`config.mk`:
```
export PLATFORM = sky130hd
export DESIGN_NAME = pcdc_regs
export DESIGN_NICKNAME = d
export VERILOG_FILES = /design/src/rtl/pcdc_pkg.sv /design/src/rtl/pcdc_regs.sv
export VERILOG_INCLUDE_DIRS = /design/src /design/src/rtl
export SDC_FILE = /design/constraint.sdc
export NUM_CORES = 1
export LEC_CHECK = 0
export BUFFER_PORTS_ARGS = -buffer_cell sky130_fd_sc_hd__buf_4
export CORE_MARGIN = 2
export CORE_UTILIZATION = 40
export CTS_BUF_LIST = sky130_fd_sc_hd__clkbuf_4
export DETAILED_ROUTE_END_ITERATION = 8
export PLACE_DENSITY = 0.72
export SETUP_SLACK_MARGIN = 0.05
export SYNTH_ARGS = -nofsm -noshare
export SYNTH_HDL_FRONTEND = slang
export SYNTH_SLANG_ARGS = --single-unit
export TNS_END_PERCENT = 5
```
`constraint.sdc`:
```
create_clock -name mclk -period 1.26 [get_ports mclk]
set_input_delay 0.063 -clock mclk [delete_from_list [all_inputs] [get_ports mclk]]
set_output_delay 0.063 -clock mclk [all_outputs]
set_load 0.05 [all_outputs]
```
`src/rtl/pcdc_params.svh`:
```
`ifndef PCDC_PARAMS_SVH
`define PCDC_PARAMS_SVH
`define PCDC_OFS_CAP_HDR 8'hC0
`define PCDC_OFS_DEV_CAPS 8'hC4
`define PCDC_CAP_ID 8'h10
`define PCDC_NEXT_PTR 8'h00
`define PCDC_CAP_VER 4'h2
`define PCDC_TYPE_UP 4'h5
`define PCDC_TYPE_DN 4'h6
`define PCDC_PL_128 3'h0
`define PCDC_PL_256 3'h1
`define PCDC_PL_512 3'h2
`define PCDC_RBE_RST 1'h1
`define PCDC_SLOT_RST_DN 1'h1
`define PCDC_SLOT_RST_UP 1'h0
`endif

```
`src/rtl/pcdc_pkg.sv`:
```
`default_nettype none
package pcdc_pkg;
  typedef struct packed {
    logic valid;
    logic [7:0] offset;
  } pcdc_cfg_rd_s;
  typedef struct packed {
    logic valid;
    logic [1:0] scale;
    logic [7:0] value;
  } pcdc_spl_msg_s;
  typedef struct packed {
    logic slot_present;
    logic [2:0] payload;
    logic role_err;
  } pcdc_ovr_s;
  typedef struct packed {
    logic init_done;
    logic slot_present;
    logic [2:0] payload;
    logic role_err;
    logic [7:0] pwr_value;
    logic [1:0] pwr_scale;
    logic rd_valid;
    logic [31:0] rd_data;
  } pcdc_state_s;
endpackage
`default_nettype wire

```
`src/rtl/pcdc_regs.sv`:
```
`include "pcdc_params.svh"
`default_nettype none
// Summary of operation
// - capability header low byte reads 10h.
// - next-capability pointer reads 00h, ending the list.
// - capability version field reads 2h.
// - port type reads 0101b upstream, 0110b downstream.
// - slot-present resets 0 upstream, 1 downstream.
// - slot, payload and role-error defaults replaceable by sideband or EEPROM.
// - interrupt message number always reads zero.
// - payload codes 000b 128, 001b 256, 010b 512 bytes; others reserved.
// - payload resets 001b with strap low, 010b with strap high.
// - either port reports 512-byte maximum payload only with strap high or an override to 010b.
// - phantom-function field reads 00b.
// - extended tag support bit reads 0.
// - L0s and L1 acceptable latency fields read 000b.
// - role-based error support bit resets to 1.
// - upstream captures slot power value from message, else 00h.
// - upstream captures power scale from message, else 00b.
module pcdc_regs
  import pcdc_pkg::*;
#(
  parameter bit UPSTREAM = 1'b1
) (
  input wire logic mclk,
  input wire logic sys_rst,
  input wire logic payload_large_strap,
  input wire pcdc_cfg_rd_s cfg_rd,
  input wire pcdc_spl_msg_s spl_msg,
  input wire logic ovr_we,
  input wire pcdc_ovr_s ovr,
  output logic rd_valid,
  output logic [31:0] rd_data
);

  pcdc_state_s st_q;
  pcdc_state_s st_d;

  function automatic logic payload_ok(input logic [2:0] code);
    payload_ok = (code == `PCDC_PL_128) || (code == `PCDC_PL_256) || (code == `PCDC_PL_512);
  endfunction

  function automatic logic [31:0] hdr_word(input logic slot);
    hdr_word = '0;
    hdr_word[7:0] = `PCDC_CAP_ID;
    hdr_word[15:8] = `PCDC_NEXT_PTR;
    hdr_word[19:16] = `PCDC_CAP_VER;
    hdr_word[23:20] = UPSTREAM ? `PCDC_TYPE_UP : `PCDC_TYPE_DN;
    hdr_word[24] = slot;
    hdr_word[29:25] = 5'h00;
  endfunction

  //////////////////////////////////////////////////////////////////////////////
  always_comb begin
    st_d = st_q;
    st_d.rd_valid = 1'b0;
    if (!st_q.init_done) begin
      // strap caught on first clock after reset release
      st_d.init_done = 1'b1;
      st_d.payload = payload_large_strap ? `PCDC_PL_512 : `PCDC_PL_256;
    end
    if (ovr_we) begin
      st_d.slot_present = ovr.slot_present;
      st_d.role_err = ovr.role_err;
      if (payload_ok(ovr.payload)) begin
        st_d.payload = ovr.payload;
      end
    end
    if (UPSTREAM && spl_msg.valid) begin
      st_d.pwr_value = spl_msg.value;
      st_d.pwr_scale = spl_msg.scale;
    end
    if (cfg_rd.valid) begin
      st_d.rd_valid = 1'b1;
      case (cfg_rd.offset)
        `PCDC_OFS_CAP_HDR: begin
          st_d.rd_data = hdr_word(st_q.slot_present);
        end
        `PCDC_OFS_DEV_CAPS: begin
          st_d.rd_data = '0;
          st_d.rd_data[2:0] = st_q.payload;
          st_d.rd_data[4:3] = 2'h0;
          st_d.rd_data[5] = 1'b0;
          st_d.rd_data[11:6] = 6'h00;
          st_d.rd_data[15] = st_q.role_err;
          st_d.rd_data[25:18] = st_q.pwr_value;
          st_d.rd_data[27:26] = st_q.pwr_scale;
        end
        default: begin
          st_d.rd_data = 32'h0000_0000;
        end
      endcase
    end
  end

  always_ff @(posedge mclk) begin
    if (sys_rst) begin
      st_q <= '0;
      st_q.slot_present <= UPSTREAM ? `PCDC_SLOT_RST_UP : `PCDC_SLOT_RST_DN;
      st_q.payload <= payload_large_strap ? `PCDC_PL_512 : `PCDC_PL_256;
      st_q.role_err <= `PCDC_RBE_RST;
    end else begin
      st_q <= st_d;
    end
  end

  assign rd_valid = st_q.rd_valid;
  assign rd_data = st_q.rd_data;

  //////////////////////////////////////////////////////////////////////////////
  property p_hdr_id;
    @(posedge mclk) disable iff (sys_rst)
    cfg_rd.valid && cfg_rd.offset == 8'hC0 |=> rd_valid && rd_data[15:0] == 16'h0010;
  endproperty
  a_hdr_id: assert property (p_hdr_id) else $error("header id or pointer wrong");
  property p_hdr_ver;
    @(posedge mclk) disable iff (sys_rst)
    cfg_rd.valid && cfg_rd.offset == 8'hC0 |=> rd_data[19:16] == 4'h2 && rd_data[31:25] == 7'h00;
  endproperty
  a_hdr_ver: assert property (p_hdr_ver) else $error("version or msg number wrong");
  property p_type;
    @(posedge mclk) disable iff (sys_rst)
    cfg_rd.valid && cfg_rd.offset == 8'hC0 |=> rd_data[23:20] == (UPSTREAM ? 4'h5 : 4'h6);
  endproperty
  a_type: assert property (p_type) else $error("port type wrong");
  property p_slot_rst;
    @(posedge mclk) $fell(sys_rst) |-> st_q.slot_present == !UPSTREAM && st_q.role_err;
  endproperty
  a_slot_rst: assert property (p_slot_rst) else $error("slot or role reset wrong");
  property p_strap;
    @(posedge mclk) disable iff (sys_rst)
    !st_q.init_done && !ovr_we |=> st_q.payload == ($past(payload_large_strap) ? 3'h2 : 3'h1);
  endproperty
  a_strap: assert property (p_strap) else $error("strap payload wrong");
  property p_caps_fixed;
    @(posedge mclk) disable iff (sys_rst)
    cfg_rd.valid && cfg_rd.offset == 8'hC4 |=> rd_data[14:3] == 12'h000 && rd_data[31:28] == 4'h0;
  endproperty
  a_caps_fixed: assert property (p_caps_fixed) else $error("fixed caps bits nonzero");
  property p_ovr;
    @(posedge mclk) disable iff (sys_rst)
    ovr_we |=> st_q.slot_present == $past(ovr.slot_present) && st_q.role_err == $past(ovr.role_err);
  endproperty
  a_ovr: assert property (p_ovr) else $error("override not applied");
  property p_pl_legal;
    @(posedge mclk) disable iff (sys_rst)
    st_q.init_done |-> payload_ok(st_q.payload);
  endproperty
  a_pl_legal: assert property (p_pl_legal) else $error("reserved payload code");
  property p_spl;
    @(posedge mclk) disable iff (sys_rst)
    spl_msg.valid ##1 (cfg_rd.valid && cfg_rd.offset == 8'hC4 && !spl_msg.valid)
      |=> rd_data[27:18] == (UPSTREAM ? {$past(spl_msg.scale, 2), $past(spl_msg.value, 2)} : 10'h000);
  endproperty
  a_spl: assert property (p_spl) else $error("slot power capture wrong");
  property p_unmapped;
    @(posedge mclk) disable iff (sys_rst)
    cfg_rd.valid && cfg_rd.offset != 8'hC0 && cfg_rd.offset != 8'hC4 |=> rd_data == 32'h0000_0000;
  endproperty
  a_unmapped: assert property (p_unmapped) else $error("unmapped read nonzero");

  //////////////////////////////////////////////////////////////////////////////
  // read answer framing
  property p_rd_follow;
    @(posedge mclk) disable iff (sys_rst)
    cfg_rd.valid
      |=> rd_valid;
  endproperty
  a_rd_follow: assert property (p_rd_follow) else $error("read answer missing");
  property p_rd_quiet;
    @(posedge mclk) disable iff (sys_rst)
    !cfg_rd.valid
      |=> !rd_valid;
  endproperty
  a_rd_quiet: assert property (p_rd_quiet) else $error("stray read answer");
  property p_rd_hold;
    @(posedge mclk) disable iff (sys_rst)
    !cfg_rd.valid
      |=> $stable(rd_data);
  endproperty
  a_rd_hold: assert property (p_rd_hold) else $error("read data moved without read");
  property p_rst_out;
    @(posedge mclk)
    sys_rst
      |=> !rd_valid && rd_data == 32'h0000_0000;
  endproperty
  a_rst_out: assert property (p_rst_out) else $error("read output not cleared by reset");

  //////////////////////////////////////////////////////////////////////////////
  // header fields
  property p_hdr_slot;
    @(posedge mclk) disable iff (sys_rst)
    cfg_rd.valid && cfg_rd.offset == 8'hC0
      |=> rd_data[24] == $past(st_q.slot_present);
  endproperty
  a_hdr_slot: assert property (p_hdr_slot) else $error("slot bit not as stored");
  property p_hdr_msgnum;
    @(posedge mclk) disable iff (sys_rst)
    cfg_rd.valid && cfg_rd.offset == 8'hC0
      |=> rd_data[29:25] == 5'h00;
  endproperty
  a_hdr_msgnum: assert property (p_hdr_msgnum) else $error("message number nonzero");
  property p_hdr_rsvd;
    @(posedge mclk) disable iff (sys_rst)
    cfg_rd.valid && cfg_rd.offset == 8'hC0
      |=> rd_data[31:30] == 2'h0;
  endproperty
  a_hdr_rsvd: assert property (p_hdr_rsvd) else $error("header reserved bits nonzero");

  //////////////////////////////////////////////////////////////////////////////
  // capability fields
  property p_caps_pl;
    @(posedge mclk) disable iff (sys_rst)
    cfg_rd.valid && cfg_rd.offset == 8'hC4
      |=> rd_data[2:0] == $past(st_q.payload);
  endproperty
  a_caps_pl: assert property (p_caps_pl) else $error("payload field not as stored");
  property p_caps_role;
    @(posedge mclk) disable iff (sys_rst)
    cfg_rd.valid && cfg_rd.offset == 8'hC4
      |=> rd_data[15] == $past(st_q.role_err);
  endproperty
  a_caps_role: assert property (p_caps_role) else $error("role error bit not as stored");
  property p_caps_rsvd;
    @(posedge mclk) disable iff (sys_rst)
    cfg_rd.valid && cfg_rd.offset == 8'hC4
      |=> rd_data[17:16] == 2'h0 && rd_data[14:12] == 3'h0;
  endproperty
  a_caps_rsvd: assert property (p_caps_rsvd) else $error("caps reserved bits nonzero");
  property p_caps_lat;
    @(posedge mclk) disable iff (sys_rst)
    cfg_rd.valid && cfg_rd.offset == 8'hC4
      |=> rd_data[11:6] == 6'h00;
  endproperty
  a_caps_lat: assert property (p_caps_lat) else $error("latency fields nonzero");
  property p_caps_req;
    @(posedge mclk) disable iff (sys_rst)
    cfg_rd.valid && cfg_rd.offset == 8'hC4
      |=> rd_data[5:3] == 3'h0;
  endproperty
  a_caps_req: assert property (p_caps_req) else $error("requester fields nonzero");
  property p_dn_pwr_rd;
    @(posedge mclk) disable iff (sys_rst)
    !UPSTREAM && cfg_rd.valid && cfg_rd.offset == 8'hC4
      |=> rd_data[27:18] == 10'h000;
  endproperty
  a_dn_pwr_rd: assert property (p_dn_pwr_rd) else $error("downstream slot power nonzero");

  //////////////////////////////////////////////////////////////////////////////
  // stored state
  property p_dn_pwr_st;
    @(posedge mclk) disable iff (sys_rst)
    !UPSTREAM
      |-> st_q.pwr_value == 8'h00 && st_q.pwr_scale == 2'h0;
  endproperty
  a_dn_pwr_st: assert property (p_dn_pwr_st) else $error("downstream power state nonzero");
  property p_pwr_load;
    @(posedge mclk) disable iff (sys_rst)
    UPSTREAM && spl_msg.valid
      |=> st_q.pwr_value == $past(spl_msg.value) && st_q.pwr_scale == $past(spl_msg.scale);
  endproperty
  a_pwr_load: assert property (p_pwr_load) else $error("slot power not loaded");
  property p_pwr_keep;
    @(posedge mclk) disable iff (sys_rst)
    !spl_msg.valid
      |=> $stable(st_q.pwr_value) && $stable(st_q.pwr_scale);
  endproperty
  a_pwr_keep: assert property (p_pwr_keep) else $error("slot power moved without message");
  property p_ovr_pl;
    @(posedge mclk) disable iff (sys_rst)
    ovr_we && payload_ok(ovr.payload)
      |=> st_q.payload == $past(ovr.payload);
  endproperty
  a_ovr_pl: assert property (p_ovr_pl) else $error("payload override not applied");
  property p_ovr_bad;
    @(posedge mclk) disable iff (sys_rst)
    ovr_we && !payload_ok(ovr.payload) && st_q.init_done
      |=> $stable(st_q.payload);
  endproperty
  a_ovr_bad: assert property (p_ovr_bad) else $error("reserved payload code taken");
  property p_cfg_keep;
    @(posedge mclk) disable iff (sys_rst)
    !ovr_we
      |=> $stable(st_q.slot_present) && $stable(st_q.role_err);
  endproperty
  a_cfg_keep: assert property (p_cfg_keep) else $error("slot or role moved without override");
  property p_pl_keep;
    @(posedge mclk) disable iff (sys_rst)
    st_q.init_done && !ovr_we
      |=> $stable(st_q.payload);
  endproperty
  a_pl_keep: assert property (p_pl_keep) else $error("payload moved without override");
  property p_rst_pl;
    @(posedge mclk)
    $fell(sys_rst)
      |-> st_q.payload == ($past(payload_large_strap) ? 3'h2 : 3'h1);
  endproperty
  a_rst_pl: assert property (p_rst_pl) else $error("payload reset value wrong");
  property p_rst_pwr;
    @(posedge mclk)
    $fell(sys_rst)
      |-> st_q.pwr_value == 8'h00 && st_q.pwr_scale == 2'h0;
  endproperty
  a_rst_pwr: assert property (p_rst_pwr) else $error("slot power reset value wrong");
  c_rd_hdr: cover property (@(posedge mclk) cfg_rd.valid && cfg_rd.offset == 8'hC0);
  c_rd_caps: cover property (@(posedge mclk) cfg_rd.valid && cfg_rd.offset == 8'hC4);
  c_spl: cover property (@(posedge mclk) spl_msg.valid);
  c_ovr: cover property (@(posedge mclk) ovr_we);
  c_strap_low: cover property (@(posedge mclk) $fell(sys_rst) && !payload_large_strap);

endmodule
`default_nettype wire

```
==> results of run 1 <==
-- stage by stage --
step / hold WS [ns] / setup WS (ns) / power [mW]
6_report: 0.0462 / 0.0736 / 2.18
5_1_grt: 0.0278 / 0.0270 / 2.28
4_1_cts: 0.0264 / 0.0516 / 2.20
3_5_place_dp: 0.305 / -0.0731 / 1.38
3_3_place_gp: 0.299 / -0.0644 / 1.37
2_1_floorplan: 0.142 / 0.0152 / 1.32
-- layer usage --
layer  vias to the layer above  wire, um
met3                         4       169
met5                         -         0
met2                        38      1390
met4                         0        43
li1                        523         -
met1                       498      1200
-- area by class of cell --
cell class              count  area (um2)
fillers                   308        1470
flip-flops and latches     32         641
repair buffers             68         556
multi-input cells          82         552
well taps                  46        57.6
clock buffers               6        45.0
clock inverters             2        35.0
inverters                   1        3.75
-- placed cells by master, fill, tap and decap left out, types with 3 or more instances in the layout --
| master | netlist | layout |
|---|---|---|
| a21oi_1 | 5 | 5 |
| nand3_1 | 4 | 4 |
| nand2_1 | 3 | 3 |
| clkbuf_4 | 0 | 6 |
| nand2b_1 | 8 | 8 |
| mux2i_1 | 12 | 12 |
| conb_1 | 1 | 16 |
| dlygate4sd3_1 | 0 | 16 |
| buf_4 | 32 | 51 |
| dfxtp_1 | 32 | 32 |
| a22o_2 | 10 | 10 |
| nor2_1 | 12 | 12 |
-- worst max-delay path: stages (launching register included) --
cell     delay (ns)
dfxtp_1        0.36
or4b_2         0.59
o311a_1        0.13
-- sequential cells by signal, summed over array words and instances, names as in the netlist --
name / count
rd_valid: 1
rd_data: 15
st_q: 16
-- cell families after synthesis --
family          count (synthesis)  share of synthesized area (%)
other cells                     1                          0.266
compound gates                 19                           11.4
flops                          32                           45.4
buf+inv                        39                           19.4
simple gates                   34                           14.1
mux                            13                           9.32
-- final timing paths --
| path | start | endpoint | slack (ns) |
|---|---|---|---|
| min reg2reg | st_q[38] | rd_data[21] | 0.47 |
| max | st_q[48] | st_q[44] | 0.07 |
| min | cfg_rd[2] | rd_data[17] | 0.05 |
| max reg2reg | st_q[48] | st_q[44] | 0.07 |
-- power by group --
group	total [mW]	internal, mW	switching (mW)
registers	1.06	1.04	0.0171
clock network	0.777	0.437	0.339
logic	0.338	0.142	0.195
total	2.18	1.62	0.552
-- timing repair --
action | in CTS | in global routing
endpoints found under the hold margin | 17 | 0
endpoints found under the setup margin | 0 | 12
hold buffers | 17 | 0
gates resized for setup | 0 | 1
==> impl_metrics.toml, run 1 <==
[job]
maxCapViolCount = 0

[global_route]
grtUsageTotal_pct = 14.9
grt-busiest-layer = "met2"
grt_pass1_wl_um = 4570
grt_pass1_vias = 1048
grt_overflow = 0
grt_use_met3_pct = 6.07
use_met2_pct = 24.5
grt_max_degree = 12
gr-usage-met1_pct = 16.3
antenna_found_initial = 0

[logic_synthesis]
synth-main-ff-cell = "dfxtp_1"
yosysWarningCount = 0
netlist_area_um2 = 1410
syn_area_per_cell_um2 = 10.2
synth_commonest_cells = "buf_4, dfxtp_1, mux2i_1, nor2_1, a22o_2"
synth_edf_count = 0
synth_async_sr_flop_share_pct = 0
synth_cell_type_count = 25
syn_inst = 138
ys_top_cells_by_area = "dfxtp_1, buf_4, mux2i_1"
synth_seq_cells = 32
yosysTopAreaCellShare_pct = 45.4
ys_seq_area_share_pct = 45.4
yosys.area.top_type = "dfxtp_1"

[detailed_routing]
wl_um = 2800
ant_nets = 0
dr_total_vias = 1063
drtPass1Iterations = 4
wl_per_cell_um = 11.8
drc_errors = 0
drt-initial-drc-count = 39
via_per_inst = 4.49

[clock_network]
cts_tree = "yes"
cts_buffer_depth = 2
numClockSinks = 32
clk_latency_ns = 0.33
cts.clk_slew.worst_paths_ns = 0.09
clock-root-buffer = "clkbuf_4"
cts_made_buffers = 5
cts_setup_buffers = 0
htree_levels = 2

[sta]
setup_violations = 0
fin_crit_ns = 1.19
fmax_mhz = 843
drv_slew = 0
max_slew.worst_pin.slew_ns = 0.728
finalClockSkew_ns = 0.00682
setup_tns_ns = 0
hold_viol = 0
min_period_over_period_pct = 94.2
rsz0062_at_grt = "yes"
max_slew_margin_pct = 51.3

[critical_path]
ff2ff_path_depth = 2
crit_type = "reg -> reg"
worstSetupEndpointType = "flip-flop"
crit_path_start_kind = "flip-flop"
cp.arrival_ns = 1.41
path_max_fanout = 4
crit_required_ns = 1.48

[final_layout]
areaGrowthSynthToFinish_pct = 34.0
fin_nets = 219
diodes = 0
final_area_um2 = 1890
final_cells = 237
drive_above_1_share_pct = 38.2
post-route-util_pct = 56.2

[floorplan]
die_h_um = 63.4
io_pins = 62
core_area_um2 = 3360
start_util_pct = 41.9
row_count = 21
die_area_um2 = 4020
fp.dieW_um = 63.4

[placed_design]
place_hpwl_um = 2060
place_congestion = 0.842
place_inst = 212
place_area_um2 = 1640
portBuffers = 45

[status]
status = "complete, no violations"

[pwr]
power_density_nw_per_um2 = 1150
p_leak_nw = 0.898
vdd_ir_drop_max_v = 0.000356

[worst_hold_path]
hold_class = "in -> reg"
min_path_cells = 3
Power figures use the tool's default switching activity.
==> run 2: changes to the inputs <==
Settings changed: ABC_AREA set to 1, PLACE_DENSITY 0.72 to 0.68.
Clock period 1.26 ns to 1.3 ns, I/O delays scaled along.
==> impl_metrics.toml, run 2 <==
[critical_path]
cp_slowest_cell = "dlygate4sd3_1"
path_delay_family = "buffers and inverters"
crit_required_ns = 1.51
crit_cells = 5
worstSetupEndpointType = "flip-flop"
ff2ff_path_depth = 5
cp.arrival_ns = 1.39
crit_chain = "dlygate4sd3_1 -> buf_4 -> nand2_1 -> dlygate4sd3_1 -> nand3_1"
cp.buffers_inverters = 3
path_max_fanout = 1
max_stage_delay_ns = 0.54
crit_path_frequent_cell = "dlygate4sd3_1"
crit_type = "in -> reg"
crit_path_start_kind = "input port"

[logic_synthesis]
yosysMostFrequentCell = "nor2_1"
synth-main-ff-cell = "dfxtp_1"
ys_seq_area_share_pct = 41.1
synth_async_sr_flop_share_pct = 0
yosysTopAreaCellShare_pct = 41.1
syn_area_per_cell_um2 = 7.91
synth_commonest_cells = "nor2_1, buf_4, dfxtp_1"
yosysWarningCount = 0
synth_cell_type_count = 20
synth_edf_count = 0
netlist_area_um2 = 1560
yosys.area.top_type = "dfxtp_1"
synth_seq_cells = 32
ys_top_cells_by_area = "dfxtp_1, buf_4, nor2_1"
syn_inst = 197

[sta]
finalClockSkew_ns = 0.00375
min_period_over_period_pct = 91.3
setup_tns_ns = 0
rsz0062_at_grt = "no"
drv_slew = 0
finalWorstSetupSlack_ns = 0.113
setup_violations = 0
fmax_mhz = 842
fin_crit_ns = 1.19
hold_viol = 0

[floorplan]
io_pins = 62
die_h_um = 66.4
fp.dieW_um = 66.4
core_area_um2 = 3720
die_area_um2 = 4410
start_util_pct = 41.9
row_count = 22

[final_layout]
final_cell_mix = "buf_4, nor2_1, dfxtp_1"
largest_register_ff_count = 16
final_common_cell = "buf_4"
diodes = 0
drive_above_1_share_pct = 33.9
fin_nets = 270
areaGrowthSynthToFinish_pct = 24.9
layout.area.seq_um2 = 641
largest-register = "st_q"
multi_input_area_um2 = 633
fillers = 380

[clock_network]
cts_setup_buffers = 0
cts_made_buffers = 5
htree_levels = 2
clk_latency_ns = 0.32
cts_buffer_depth = 2
cts_tree = "yes"
numClockSinks = 32
cts.clk_slew.worst_paths_ns = 0.09
clock-root-buffer = "clkbuf_4"

[global_route]
use_met2_pct = 21.3
grt_use_met3_pct = 3.07
grtUsageTotal_pct = 14.0
grt-busiest-layer = "met2"
grt_pass1_vias = 1059
grt_overflow = 0
grt_max_degree = 32
antenna_found_initial = 0
gr-usage-met1_pct = 17.9
grt_pass1_wl_um = 4600

[pwr]
power_density_nw_per_um2 = 1080
p_leak_nw = 0.893
vdd_ir_drop_max_v = 0.000430

[worst_hold_path]
hold_class = "in -> reg"
min_path_cells = 4

[detailed_routing]
drtPass1Iterations = 5
drt-initial-drc-count = 76
drc_errors = 0
ant_nets = 0
dr_total_vias = 1250
via_per_inst = 4.31
wl_um = 2780
wl_per_cell_um = 9.60

[placed_design]
place_hpwl_um = 2010
portBuffers = 45
dp_slack_ns = 0.357
place_congestion = 0.717

[job]
maxCapViolCount = 0

[status]
status = "complete, no violations"
[run 2: area by class of cell]
| cell class | instances | area share, % |
|---|---|---|
| repair buffers | 62 | 26.0 |
| inverters | 13 | 2.57 |
| clock buffers | 7 | 2.70 |
| well taps | 48 | 3.09 |
| clock inverters | 1 | 0.193 |
| multi-input cells | 127 | 32.5 |
| flip-flops and latches | 32 | 32.9 |
[run 2: tightest hold or removal path, cell delays in order]
cell and delay, ns:
buf_4 0.09, inv_2 0.04, nand2_1 0.04, nand3_1 0.05
[run 2: worst paths after layout]
| path | startpoint | end | slack [ns] |
|---|---|---|---|
| worst max register to register | st_q[48] | st_q[44] | 0.42 |
| worst min register to register | st_q[40] | rd_data[23] | 0.47 |
| worst min-delay path | ovr_we | st_q[43] | 0.01 |
| worst max-delay path | ovr[0] | st_q[43] | 0.11 |
[run 2: kinds of logic after synthesis]
group	count (synthesis)	synth area share, %
flip-flops	32	41.1
AND/OR/NAND/NOR	68	20.6
buffers and inverters	53	21.8
other	1	0.241
AO/OA/AOI/OAI	43	16.2
[run 2: timing repair]
item,in CTS,in global routing
endpoints found under the setup margin,0,4
hold buffers,16,0
hold endpoints to repair,15,0
resized for setup,0,1
[run 2: per-stage QoR]
step | hold WS, ns | util [%] | total power [mW] | cell area (um2) | instances
global route | 0.00467 | 52.4 | 2.22 | 1950 | 290
finish | 0.0103 | 52.4 | 2.10 | 1950 | 290
detailed placement | 0.276 | 46.5 | 1.54 | 1730 | 266
floorplan | 0.137 | - | 1.47 | 1610 | 212
CTS | 0.00306 | 52.3 | 2.12 | 1940 | 290
global placement | 0.273 | 46.5 | 1.53 | 1730 | 266
[run 2: routing by layer]
layer  vias up  wire [um]
met5         -          0
met4         0         62
met3         5        149
met2        49       1260
met1       527       1310
li1        669          -
[run 2: report_power, final]
group          internal [mW]  switching [mW]  total, mW
Sequential              1.04          0.0344       1.07
Combinational          0.165           0.313      0.478
Clock                  0.249           0.301      0.550
